`src/rtl/rcs_pkg.sv`:
```
// Purpose: Shared constants and carriers for the reset cause and start-up sequencer
// Assumes: 125 MHz core clock, AXI4-Lite register access with 32-bit data
// Notes: Register offsets are word indices; byte address is four times the index
package rcs_pkg;

  // Register word indices; byte address is index * 4
  localparam logic [11:0] IDX_PWR_CTRL = 12'h08e;
  localparam logic [11:0] IDX_CONFIG = 12'h08f;
  localparam logic [11:0] IDX_STATUS = 12'h090;

  // Power-control register layout
  localparam int RESET_CAUSE_POWER_CONTROL_POR_BIT = 1;
  localparam int RESET_CAUSE_POWER_CONTROL_BOR_BIT = 0;

  // Configuration register layout and values after reset
  localparam int CFG_BROWNOUT_DETECT_ENABLE_BIT = 8;
  localparam int CFG_PINSEL_BIT = 5;
  localparam int CFG_DLYDIS_BIT = 4;
  localparam logic CFG_BROWNOUT_DETECT_ENABLE_RST = 1'b1;
  localparam logic CFG_PINSEL_RST = 1'b1;
  localparam logic CFG_DLYDIS_RST = 1'b1;

  // Status register layout
  localparam int STAT_TO_BIT = 4;
  localparam int STAT_PD_BIT = 3;
  localparam int STAT_PIN_BIT = 1;
  localparam int STAT_HELD_BIT = 0;

  // Flag values after the very first reset
  localparam logic POR_FLAG_RST = 1'b0;
  localparam logic BOR_FLAG_RST = 1'b1;
  localparam logic TO_FLAG_RST = 1'b1;
  localparam logic PD_FLAG_RST = 1'b1;

  // Timing
  localparam longint CLK_HZ = 64'd125000000;
  localparam longint BOR_FILTER_US = 64'd100;
  localparam longint STARTUP_DELAY_MS = 64'd64;
  localparam longint BOR_FILTER_CYC = (BOR_FILTER_US * CLK_HZ + 64'd999999) / 64'd1000000;
  localparam longint STARTUP_DELAY_CYC = (STARTUP_DELAY_MS * CLK_HZ + 64'd999) / 64'd1000;
  localparam int RC_DIV = 4;
  localparam int STARTUP_DELAY_TICKS = int'((STARTUP_DELAY_CYC + RC_DIV - 1) / RC_DIV);
  localparam int OST_CYC = 1024;
  localparam int PIN_FILTER_CYC = 16;
  localparam int CNT_W = 24;

  localparam logic [1:0] RESP_OKAY = 2'b00;
  localparam logic [1:0] RESP_SLVERR = 2'b10;

  typedef enum logic [1:0] {SEL_NONE, SEL_PWR, SEL_CFG, SEL_STAT} rcs_sel_e;

  typedef enum logic [2:0] {ST_HOLD, ST_DELAY, ST_OST, ST_PINWAIT, ST_RUN} rcs_state_e;

  typedef struct packed {
    logic awvalid;
    logic [11:0] awaddr;
    logic wvalid;
    logic [31:0] wdata;
    logic [3:0] wstrb;
    logic bready;
    logic arvalid;
    logic [11:0] araddr;
    logic rready;
  } rcs_axi_req_s;

  typedef struct packed {
    logic awready;
    logic wready;
    logic bvalid;
    logic [1:0] bresp;
    logic arready;
    logic rvalid;
    logic [31:0] rdata;
    logic [1:0] rresp;
  } rcs_axi_rsp_s;

endpackage

```
`src/rtl/rcs_sequencer.sv`:
```
// Purpose: Reset source merge, start-up sequencing and reset cause flags
// Assumes: All inputs synchronous to clk; rst_n is the cold power-up reset
// Notes: Notes on behaviour list below; config register survives core resets
//
// Notes on behaviour
// - Reset enters from power-on, overheat, pin, watchdog expiry or brownout.
// - After power-on the startup delay may lengthen reset if enabled.
// - Ordinary logic resets on core reset; exempt state only on cold reset.
// - Watchdog wake from sleep resumes operation without any reset.
// - Flags: POR 0/1/1, BOR 0/1/1, watchdog reset TO 0, wake TO/PD 0.
// - Pin reset while running keeps flags; during sleep sets TO 1, PD 0.
// - External pin low pulses shorter than the filter are ignored.
// - Watchdog reset is internal only and never drives the pin low.
// - Pin select 0 means internal reset; 1 makes pin an input with pull-up.
// - Brownout detection follows the enable at configuration bit 8.
// - Brownout declared only after supply stays low for over 100 us.
// - After any reset hold until supply is above brownout threshold.
// - Enabled startup delay adds 64 ms once supply and overheat release, before the oscillator timer.
// - Supply dip during startup delay re-enters reset and restarts delay.
// - With brownout off or sleeping, only the power-on detector starts a supply reset.
// - Startup delay disable bit set turns delay off, cleared turns it on.
// - Startup delay runs after power-up or brownout, paced by slow oscillator tick.
// - Run needs delay done, oscillator timer done and pin released.
// - Timeouts run from power-on; late pin release starts run at once.
// - Power-control register sits at index 8Eh holding two cause flags.
// - Watchdog expiry while awake resets the core and records it in TO; PD keeps its value.
// - POR flag bit 1, BOR flag bit 0; hardware clears, software sets.
//
// Local design decision: the AXI4-Lite slave port.
`timescale 1ns/100ps

module rcs_sequencer #(
  parameter int BOR_FILTER_CYC = int'(rcs_pkg::BOR_FILTER_CYC),
  parameter int STARTUP_TICKS = rcs_pkg::STARTUP_DELAY_TICKS
) (
  input wire logic clk, // Core clock, 125 MHz
  input wire logic rst_n, // Cold reset, synchronous
  input wire rcs_pkg::rcs_axi_req_s axi_req, // AXI4-Lite master side
  output rcs_pkg::rcs_axi_rsp_s axi_rsp, // AXI4-Lite slave side
  input wire logic supply_above_por, // Supply over power-on threshold
  input wire logic supply_above_bor, // Supply over brownout threshold
  input wire logic overheat_reset, // Overtemperature request, level
  input wire logic ext_rst_pin_i, // External reset pin level
  output logic ext_rst_pin_o, // Pin output value, always low
  output logic ext_rst_pin_oe_n, // Pin drive enable, active low
  output logic ext_rst_pullup_en, // Weak pull-up on the pin
  input wire logic watchdog_expire, // Watchdog timeout, pulse
  input wire logic watchdog_clear_instruction, // Clear executed, pulse
  input wire logic sleep_instruction, // Sleep executed, pulse
  input wire logic sleeping, // Core is asleep
  output logic core_rst_n, // Core reset, active low
  output logic wake_pulse // Watchdog wake from sleep
);

  localparam int CW = rcs_pkg::CNT_W;

  function automatic rcs_pkg::rcs_sel_e reg_sel(input logic [11:0] addr);
    if (addr[1:0] != 2'b00)
      return rcs_pkg::SEL_NONE;
    else if (addr[11:2] == rcs_pkg::IDX_PWR_CTRL[9:0])
      return rcs_pkg::SEL_PWR;
    else if (addr[11:2] == rcs_pkg::IDX_CONFIG[9:0])
      return rcs_pkg::SEL_CFG;
    else if (addr[11:2] == rcs_pkg::IDX_STATUS[9:0])
      return rcs_pkg::SEL_STAT;
    else
      return rcs_pkg::SEL_NONE;
  endfunction

  ////////////////////////////////////////////////////////////////////////////
  // Declarations

  rcs_pkg::rcs_state_e state_q;
  rcs_pkg::rcs_state_e state_d;
  logic bor_en_q;
  logic pin_sel_q;
  logic dly_dis_q;
  logic por_flag_q;
  logic bor_flag_q;
  logic to_flag_q;
  logic pd_flag_q;
  logic por_low_q;
  logic timer_cause_q;
  logic pin_asserted_q;
  logic [CW-1:0] bor_cnt_q;
  logic [CW-1:0] pin_cnt_q;
  logic [CW-1:0] tcnt_q;
  logic [$clog2(rcs_pkg::RC_DIV)-1:0] rc_div_q;
  logic rc_tick;
  logic aw_have_q;
  logic w_have_q;
  logic [11:0] awaddr_q;
  logic [31:0] wdata_q;
  logic [3:0] wstrb_q;
  logic bvalid_q;
  logic [1:0] bresp_q;
  logic rvalid_q;
  logic [31:0] rdata_q;
  logic [1:0] rresp_q;
  logic do_write;
  logic wr_pwr;
  logic wr_cfg;
  logic ar_fire;
  logic por_low;
  logic bor_active;
  logic supply_bad;
  logic hold_cond;
  logic por_evt;
  logic bor_evt;
  logic pin_low_raw;
  logic pin_evt;
  logic running;
  logic wdt_rst_evt;
  logic wdt_wake_evt;
  logic pin_sleep_evt;
  logic delay_done;
  logic ost_done;

  ////////////////////////////////////////////////////////////////////////////
  // Source detection

  assign por_low = !supply_above_por;
  assign por_evt = por_low && !por_low_q;
  // Brownout monitor is blind in sleep; the power-on detector covers that case
  assign bor_active = bor_en_q && !sleeping;
  assign bor_evt = bor_active && !supply_above_bor &&
                   bor_cnt_q == CW'(BOR_FILTER_CYC - 1);
  assign supply_bad = por_low || !supply_above_bor;
  assign hold_cond = supply_bad || overheat_reset;
  assign pin_low_raw = pin_sel_q && !ext_rst_pin_i;
  assign pin_evt = pin_low_raw && !pin_asserted_q &&
                   pin_cnt_q == CW'(rcs_pkg::PIN_FILTER_CYC - 1);
  assign running = state_q == rcs_pkg::ST_RUN;
  assign wdt_rst_evt = watchdog_expire && running && !sleeping;
  assign wdt_wake_evt = watchdog_expire && running && sleeping;
  assign pin_sleep_evt = pin_evt && running && sleeping;

  always_ff @(posedge clk)
  begin
    if (!rst_n)
      por_low_q <= 1'b0;
    else
      por_low_q <= por_low;
  end

  always_ff @(posedge clk)
  begin
    if (!rst_n)
      bor_cnt_q <= '0;
    else if (!bor_active || supply_above_bor)
      bor_cnt_q <= '0;
    else if (bor_cnt_q != CW'(BOR_FILTER_CYC))
      bor_cnt_q <= bor_cnt_q + 1'b1;
  end

  always_ff @(posedge clk)
  begin
    if (!rst_n)
    begin
      pin_cnt_q <= '0;
      pin_asserted_q <= 1'b0;
    end
    else if (!pin_low_raw)
    begin
      pin_cnt_q <= '0;
      pin_asserted_q <= 1'b0;
    end
    else
    begin
      if (pin_cnt_q != CW'(rcs_pkg::PIN_FILTER_CYC))
        pin_cnt_q <= pin_cnt_q + 1'b1;
      if (pin_evt)
        pin_asserted_q <= 1'b1;
    end
  end

  // Slow oscillator stand-in: the delay advances on a divided tick
  always_ff @(posedge clk)
  begin
    if (!rst_n)
      rc_div_q <= '0;
    else if (rc_div_q == ($clog2(rcs_pkg::RC_DIV))'(rcs_pkg::RC_DIV - 1))
      rc_div_q <= '0;
    else
      rc_div_q <= rc_div_q + 1'b1;
  end
  assign rc_tick = rc_div_q == ($clog2(rcs_pkg::RC_DIV))'(rcs_pkg::RC_DIV - 1);

  ////////////////////////////////////////////////////////////////////////////
  // Release sequencer

  assign delay_done = rc_tick && tcnt_q == CW'(STARTUP_TICKS - 1);
  assign ost_done = tcnt_q == CW'(rcs_pkg::OST_CYC - 1);

  always_comb
  begin
    state_d = state_q;
    case (state_q)
      rcs_pkg::ST_HOLD:
        if (!hold_cond)
        begin
          if (!timer_cause_q)
            state_d = rcs_pkg::ST_PINWAIT;
          else if (!dly_dis_q)
            state_d = rcs_pkg::ST_DELAY;
          else
            state_d = rcs_pkg::ST_OST;
        end
      rcs_pkg::ST_DELAY:
        if (hold_cond)
          state_d = rcs_pkg::ST_HOLD;
        else if (delay_done)
          state_d = rcs_pkg::ST_OST;
      rcs_pkg::ST_OST:
        if (hold_cond)
          state_d = rcs_pkg::ST_HOLD;
        else if (ost_done)
          state_d = rcs_pkg::ST_PINWAIT;
      rcs_pkg::ST_PINWAIT:
        if (hold_cond)
          state_d = rcs_pkg::ST_HOLD;
        else if (!pin_asserted_q)
          state_d = rcs_pkg::ST_RUN;
      // A running core ignores short brownout dips; of the supply events only the filtered brownout or a power-on drop stops it
      rcs_pkg::ST_RUN:
        if (por_low || overheat_reset || bor_evt || pin_asserted_q || pin_evt || wdt_rst_evt)
          state_d = rcs_pkg::ST_HOLD;
      default:
        state_d = rcs_pkg::ST_HOLD;
    endcase
  end

  always_ff @(posedge clk)
  begin
    if (!rst_n)
      state_q <= rcs_pkg::ST_HOLD;
    else
      state_q <= state_d;
  end

  // Timers count from the release of the hold state, whatever the pin does meanwhile
  always_ff @(posedge clk)
  begin
    if (!rst_n || state_d != state_q)
      tcnt_q <= '0;
    else if (state_q == rcs_pkg::ST_OST || (state_q == rcs_pkg::ST_DELAY && rc_tick))
      tcnt_q <= tcnt_q + 1'b1;
  end

  // Only power loss arms the long timers; warm resets skip them
  always_ff @(posedge clk)
  begin
    if (!rst_n)
      timer_cause_q <= 1'b1;
    else if (por_evt || bor_evt || (supply_bad && !running))
      timer_cause_q <= 1'b1;
    else if (state_q == rcs_pkg::ST_PINWAIT)
      timer_cause_q <= 1'b0;
  end

  always_ff @(posedge clk)
  begin
    if (!rst_n)
    begin
      core_rst_n <= 1'b0;
      wake_pulse <= 1'b0;
    end
    else
    begin
      core_rst_n <= state_d == rcs_pkg::ST_RUN;
      wake_pulse <= wdt_wake_evt;
    end
  end

  assign ext_rst_pin_o = 1'b0;
  assign ext_rst_pin_oe_n = 1'b1;
  assign ext_rst_pullup_en = pin_sel_q;

  ////////////////////////////////////////////////////////////////////////////
  // Cause flags; hardware events win over a same-cycle software write

  always_ff @(posedge clk)
  begin
    if (!rst_n)
    begin
      por_flag_q <= rcs_pkg::POR_FLAG_RST;
      bor_flag_q <= rcs_pkg::BOR_FLAG_RST;
    end
    else
    begin
      if (por_evt)
        por_flag_q <= 1'b0;
      else if (wr_pwr && wstrb_q[0])
        por_flag_q <= wdata_q[rcs_pkg::RESET_CAUSE_POWER_CONTROL_POR_BIT];
      if (bor_evt)
        bor_flag_q <= 1'b0;
      else if (wr_pwr && wstrb_q[0])
        bor_flag_q <= wdata_q[rcs_pkg::RESET_CAUSE_POWER_CONTROL_BOR_BIT];
    end
  end

  always_ff @(posedge clk)
  begin
    if (!rst_n)
    begin
      to_flag_q <= rcs_pkg::TO_FLAG_RST;
      pd_flag_q <= rcs_pkg::PD_FLAG_RST;
    end
    else if (por_evt || bor_evt)
    begin
      to_flag_q <= 1'b1;
      pd_flag_q <= 1'b1;
    end
    else if (wdt_rst_evt)
      to_flag_q <= 1'b0;
    else if (wdt_wake_evt)
    begin
      to_flag_q <= 1'b0;
      pd_flag_q <= 1'b0;
    end
    else if (pin_sleep_evt)
    begin
      to_flag_q <= 1'b1;
      pd_flag_q <= 1'b0;
    end
    else if (watchdog_clear_instruction && running)
    begin
      to_flag_q <= 1'b1;
      pd_flag_q <= 1'b1;
    end
    else if (sleep_instruction && running)
    begin
      to_flag_q <= 1'b1;
      pd_flag_q <= 1'b0;
    end
  end

  ////////////////////////////////////////////////////////////////////////////
  // AXI4-Lite slave

  assign do_write = aw_have_q && w_have_q && !bvalid_q;
  assign wr_pwr = do_write && reg_sel(awaddr_q) == rcs_pkg::SEL_PWR;
  assign wr_cfg = do_write && reg_sel(awaddr_q) == rcs_pkg::SEL_CFG;
  assign ar_fire = axi_req.arvalid && !rvalid_q;

  always_comb
  begin
    axi_rsp.awready = !aw_have_q;
    axi_rsp.wready = !w_have_q;
    axi_rsp.bvalid = bvalid_q;
    axi_rsp.bresp = bresp_q;
    axi_rsp.arready = !rvalid_q;
    axi_rsp.rvalid = rvalid_q;
    axi_rsp.rdata = rdata_q;
    axi_rsp.rresp = rresp_q;
  end

  always_ff @(posedge clk)
  begin
    if (!rst_n)
    begin
      aw_have_q <= 1'b0;
      w_have_q <= 1'b0;
      awaddr_q <= '0;
      wdata_q <= '0;
      wstrb_q <= '0;
      bvalid_q <= 1'b0;
      bresp_q <= rcs_pkg::RESP_OKAY;
    end
    else
    begin
      if (axi_req.awvalid && !aw_have_q)
      begin
        aw_have_q <= 1'b1;
        awaddr_q <= axi_req.awaddr;
      end
      if (axi_req.wvalid && !w_have_q)
      begin
        w_have_q <= 1'b1;
        wdata_q <= axi_req.wdata;
        wstrb_q <= axi_req.wstrb;
      end
      if (do_write)
      begin
        bvalid_q <= 1'b1;
        bresp_q <= reg_sel(awaddr_q) == rcs_pkg::SEL_PWR ||
                   reg_sel(awaddr_q) == rcs_pkg::SEL_CFG ? rcs_pkg::RESP_OKAY
                                                         : rcs_pkg::RESP_SLVERR;
      end
      else if (bvalid_q && axi_req.bready)
      begin
        bvalid_q <= 1'b0;
        aw_have_q <= 1'b0;
        w_have_q <= 1'b0;
      end
    end
  end

  // Configuration is exempt from core resets; only the cold reset loads it
  always_ff @(posedge clk)
  begin
    if (!rst_n)
    begin
      bor_en_q <= rcs_pkg::CFG_BROWNOUT_DETECT_ENABLE_RST;
      pin_sel_q <= rcs_pkg::CFG_PINSEL_RST;
      dly_dis_q <= rcs_pkg::CFG_DLYDIS_RST;
    end
    else if (wr_cfg)
    begin
      if (wstrb_q[1])
        bor_en_q <= wdata_q[rcs_pkg::CFG_BROWNOUT_DETECT_ENABLE_BIT];
      if (wstrb_q[0])
      begin
        pin_sel_q <= wdata_q[rcs_pkg::CFG_PINSEL_BIT];
        dly_dis_q <= wdata_q[rcs_pkg::CFG_DLYDIS_BIT];
      end
    end
  end

  always_ff @(posedge clk)
  begin
    if (!rst_n)
    begin
      rvalid_q <= 1'b0;
      rdata_q <= '0;
      rresp_q <= rcs_pkg::RESP_OKAY;
    end
    else if (ar_fire)
    begin
      rvalid_q <= 1'b1;
      rdata_q <= '0;
      rresp_q <= rcs_pkg::RESP_OKAY;
      case (reg_sel(axi_req.araddr))
        rcs_pkg::SEL_PWR:
        begin
          rdata_q[rcs_pkg::RESET_CAUSE_POWER_CONTROL_POR_BIT] <= por_flag_q;
          rdata_q[rcs_pkg::RESET_CAUSE_POWER_CONTROL_BOR_BIT] <= bor_flag_q;
        end
        rcs_pkg::SEL_CFG:
        begin
          rdata_q[rcs_pkg::CFG_BROWNOUT_DETECT_ENABLE_BIT] <= bor_en_q;
          rdata_q[rcs_pkg::CFG_PINSEL_BIT] <= pin_sel_q;
          rdata_q[rcs_pkg::CFG_DLYDIS_BIT] <= dly_dis_q;
        end
        rcs_pkg::SEL_STAT:
        begin
          rdata_q[rcs_pkg::STAT_TO_BIT] <= to_flag_q;
          rdata_q[rcs_pkg::STAT_PD_BIT] <= pd_flag_q;
          rdata_q[rcs_pkg::STAT_PIN_BIT] <= pin_asserted_q;
          rdata_q[rcs_pkg::STAT_HELD_BIT] <= !running;
        end
        default:
          rresp_q <= rcs_pkg::RESP_SLVERR;
      endcase
    end
    else if (rvalid_q && axi_req.rready)
      rvalid_q <= 1'b0;
  end

  ////////////////////////////////////////////////////////////////////////////
  // Assertions

  pin_never_driven_a: assert property (@(posedge clk) disable iff (!rst_n)
    ext_rst_pin_oe_n && !(watchdog_expire && !ext_rst_pin_oe_n))
    else $error("Reset pin driven");

  por_flags_a: assert property (@(posedge clk) disable iff (!rst_n)
    por_evt |=> !por_flag_q && to_flag_q && pd_flag_q && !core_rst_n)
    else $error("Power-on flags wrong");

  bor_flags_a: assert property (@(posedge clk) disable iff (!rst_n)
    bor_evt |=> !bor_flag_q && to_flag_q && pd_flag_q)
    else $error("Brownout flags wrong");

  wdt_reset_a: assert property (@(posedge clk) disable iff (!rst_n)
    wdt_rst_evt |=> !to_flag_q && $stable(pd_flag_q) && !core_rst_n)
    else $error("Watchdog reset handling wrong");

  wdt_wake_a: assert property (@(posedge clk) disable iff (!rst_n)
    wdt_wake_evt && !hold_cond && !pin_evt |=> !to_flag_q && !pd_flag_q && core_rst_n
      && wake_pulse)
    else $error("Watchdog wake handling wrong");

  pin_sleep_a: assert property (@(posedge clk) disable iff (!rst_n)
    pin_sleep_evt && !por_evt && !bor_evt |=> to_flag_q && !pd_flag_q)
    else $error("Pin reset in sleep flags wrong");

  supply_hold_a: assert property (@(posedge clk) disable iff (!rst_n)
    !supply_above_bor && (!running || bor_evt) |=> !core_rst_n ##1 !core_rst_n)
    else $error("Released below brownout threshold");

  delay_end_a: assert property (@(posedge clk) disable iff (!rst_n)
    state_q == rcs_pkg::ST_DELAY && !hold_cond && delay_done
      |=> state_q == rcs_pkg::ST_OST && tcnt_q == '0)
    else $error("Startup delay end wrong");

  bor_filter_a: assert property (@(posedge clk) disable iff (!rst_n)
    bor_evt |-> $past(!supply_above_bor) && bor_cnt_q == CW'(BOR_FILTER_CYC - 1))
    else $error("Brownout declared too early");

  pin_filter_a: assert property (@(posedge clk) disable iff (!rst_n)
    $rose(pin_asserted_q) |-> $past(pin_low_raw, 1) && $past(pin_cnt_q) ==
      CW'(rcs_pkg::PIN_FILTER_CYC - 1))
    else $error("Pin pulse not filtered");

  release_cv: cover property (@(posedge clk) disable iff (!rst_n)
    state_q == rcs_pkg::ST_DELAY ##[1:300] state_q == rcs_pkg::ST_OST);
  bor_cv: cover property (@(posedge clk) disable iff (!rst_n) bor_evt);
  wake_cv: cover property (@(posedge clk) disable iff (!rst_n) wdt_wake_evt);
  pin_late_cv: cover property (@(posedge clk) disable iff (!rst_n)
    state_q == rcs_pkg::ST_PINWAIT && pin_asserted_q ##1 !pin_asserted_q);

endmodule

```
`config.mk`:
```
export PLATFORM = sky130hd
export DESIGN_NAME = rcs_sequencer
export DESIGN_NICKNAME = d
export VERILOG_FILES = /design/src/rtl/rcs_pkg.sv /design/src/rtl/rcs_sequencer.sv
export SDC_FILE = /design/constraint.sdc
export NUM_CORES = 1
export LEC_CHECK = 0
export ABC_AREA = 1
export ABC_CLOCK_PERIOD_IN_PS = 2000
export BUFFER_PORTS_ARGS = -buffer_cell sky130_fd_sc_hd__buf_2
export CAP_MARGIN = 5
export CORE_MARGIN = 5
export CORE_UTILIZATION = 35
export CTS_BUF_LIST = sky130_fd_sc_hd__clkbuf_2
export DETAILED_ROUTE_END_ITERATION = 7
export PLACE_DENSITY = 0.53
export SYNTH_ARGS = -nofsm -noshare
export SYNTH_HDL_FRONTEND = slang
export SYNTH_SLANG_ARGS = --single-unit
export TNS_END_PERCENT = 30
```
`constraint.sdc`:
```
create_clock -name clk -period 2 [get_ports clk]
set_input_delay 0.1 -clock clk [delete_from_list [all_inputs] [get_ports clk]]
set_output_delay 0.1 -clock clk [all_outputs]
set_load 0.005 [all_outputs]
```
==> metrics.cfg <==
[run_status]
status=finished, final reports clean

[drt]
firstDrtPassIters=4
vias_per_cell=4.58
drt_wl_total_um=15200
post-route-drc-count=0
ant_nets=0
post_drt_wl_per_cell_um=11.8
vias=5905
drtIter0Drc=287

[min_path]
min_path_type=input port to flip-flop
min_from=axi_req[6]

[timing]
rsz0062_at_grt=yes
skew_ps=24.7
relSlewSlack_pct=62.1
final_hold_viol_count=0
fin_crit_ps=1870
clock.fmax_ghz=0.534
maxSlewViolCount=0
period_share_pct=93.6
worst_slew_pin_slew_ps=567
finalSetupViolations=0

[grt]
grtUsageMet3_pct=3.74
first_global_vias=5446
grt_overflow=0
grt_pass1_wl_um=25900
grt_usage_pct=14.5
grt.busiest_layer=met2
antenna_found_initial=1
use_met2_pct=23.9
grt_max_degree=35
use_met1_pct=18.4

[setup_path]
critPathArrivalTime_ps=2440
crit_type=flip-flop to flip-flop
r2r_start=awaddr_q[3]
worst-path-max-fanout=2
timing.critical_path.from=awaddr_q[3]
critPathLaunchType=flip-flop
crit_required_ps=2570
end_kind=flip-flop

[pwr]
power_switching_mw=1.16
leakagePower_nw=3.35
sequentialPowerShare_pct=54.9
swShare_pct=25.6
internal_power_mw=3.37
power_frac_comb_pct=9.3
p_clk_share_pct=35.8
totalPowerFinal_mw=4.53
p_per_area_mw_per_mm2=567
peakVddDrop_uv=322

[run]
maxCapViolations=0

[yosys]
synth_edf_count=0
synth.top_cell.area_share_pct=37.2
avgSynthCellArea_um2=7.19
synth-seq-cells=120
yosysSeqAreaShare_pct=37.2
async_flop_share_pct=0
ys_types=47
ys.flop_type=dfxtp_1
synthesis.area_mm2=0.00646
synth_top_area_cell=dfxtp_1
synthCells=898
synthTopCellsByArea=dfxtp_1 (37%), nand2_1 (7.6%), nor2_1 (7.5%)
yosysWarningCount=0

[die]
placementRows=49
die_h_um=146
fp.dieArea_mm2=0.0213
start_util_pct=35.7
die_w_um=146
io_pins=121
coreArea_mm2=0.0181

[clock_tree]
cts_num_sinks=120
clk_pin_slew_worst_paths_ps=170
htreeDepth=4
cts_tree=done
clk_latency_ps=680
clk_path_buf_depth=2
cts-root-buf=clkbuf_2
cts_buffers=17

[place]
port-buffer-count=61
dp_hpwl_um=10900
place_congestion=0.817
dp_cells=1186

[finish]
area_growth_pct=23.8
final_common_cell=nand2_1
drive_above_1_share_pct=20.1
stdcell_count=1288
utilization_pct=44.2
fin_nets=1128
layout_common_cells=nand2_1 (129), nor2_1 (124), inv_1 (120)

-- registers in the layout (all words and copies together), names as in the netlist, 2 cells and up --
signal and flops:
pin_cnt_q 24, awaddr_q 12, rdata_q 6, bor_cnt_q 24
wdata_q 5, wstrb_q 2, state_q 3, rc_div_q 2
tcnt_q 24
-- routing by layer --
layer,routed length [µm],up-vias
met3,613,25
li1,-,3129
met1,7050,2650
met4,275,0
met5,0,-
met2,7240,101
-- final timing paths --
path	end	cells past startpoint	slack, ps
worst min-delay path	rdata_q[1]	8	70
worst max-delay path	bor_en_q	10	130
worst min register to register	rc_div_q[0]	1	440
worst max register to register	bor_en_q	10	130
-- worst max-delay path, cell delays in order, from the launching register on --
cell and delay, ps:
dfxtp_2 360, inv_1 50, nor3_2 170, nand4_1 160, o41ai_2 320, nand3_1 140
inv_1 80, ha_2 190, nand3_2 80, a21oi_1 150, o21ai_1 70
-- timing repair --
item	CTS	global route
buffers inserted	0	3
resized for setup	0	30
hold endpoints to repair	65	0
setup endpoints to repair	0	43
hold buffers	67	0
-- metrics by stage --
step           setup TNS (ps)  setup WS (ps)  cell area, µm²  hold slack, ps
2_1_floorplan               0            324            6560             172
3_3_place_gp                0            159            6990             291
3_5_place_dp                0            139            6990             295
4_1_cts                     0           41.5            7890            6.24
5_1_grt                  -409          -93.7            7990            53.7
6_report                    0            128            7990            69.2
-- area by class of cell --
cell class	count	area [µm²]
clock buffers	22	110
diodes	1	2.50
clock inverters	10	128
inverters	134	503
multi-input cells	624	3390
repair buffers	148	1160
well taps	229	287
fillers	1885	10100
flip-flops and latches	120	2410
-- cells in the mapped netlist (8+ instances only) --
master	n
nand2_1	131
nor2_1	129
inv_1	122
dfxtp_1	120
a21oi_1	59
o21ai_0	48
nand3_1	41
buf_4	34
nor3_1	29
nor3_2	24
xor2_1	21
nand4_1	18
inv_2	12
nand2_2	9
o211ai_1	9
clkbuf_1	8
ha_1	8
-- kinds of logic after synthesis --
kind of cell               after synthesis  share of synthesized area, %
and+or+nand+nor                        426                          33.1
DFF                                    120                          37.2
adders and majority gates                8                          1.55
buffers and inverters                  182                          13.1
muxes                                    1                         0.155
xor gates and xnor gates                26                          3.53
other                                    2                         0.116
AOI/OAI and AO/OA                      133                          11.3
-- power by group through the flow --
stage | combinational (mW) | sequential (mW) | clock [mW]
CTS | 0.415 | 2.48 | 1.69
global route | 0.476 | 2.50 | 1.80
floorplan | 0.234 | 2.53 | 0
global placement | 0.309 | 2.53 | 0
finish | 0.421 | 2.49 | 1.62
detailed placement | 0.309 | 2.53 | 0
Power figures use the tool's default switching activity.
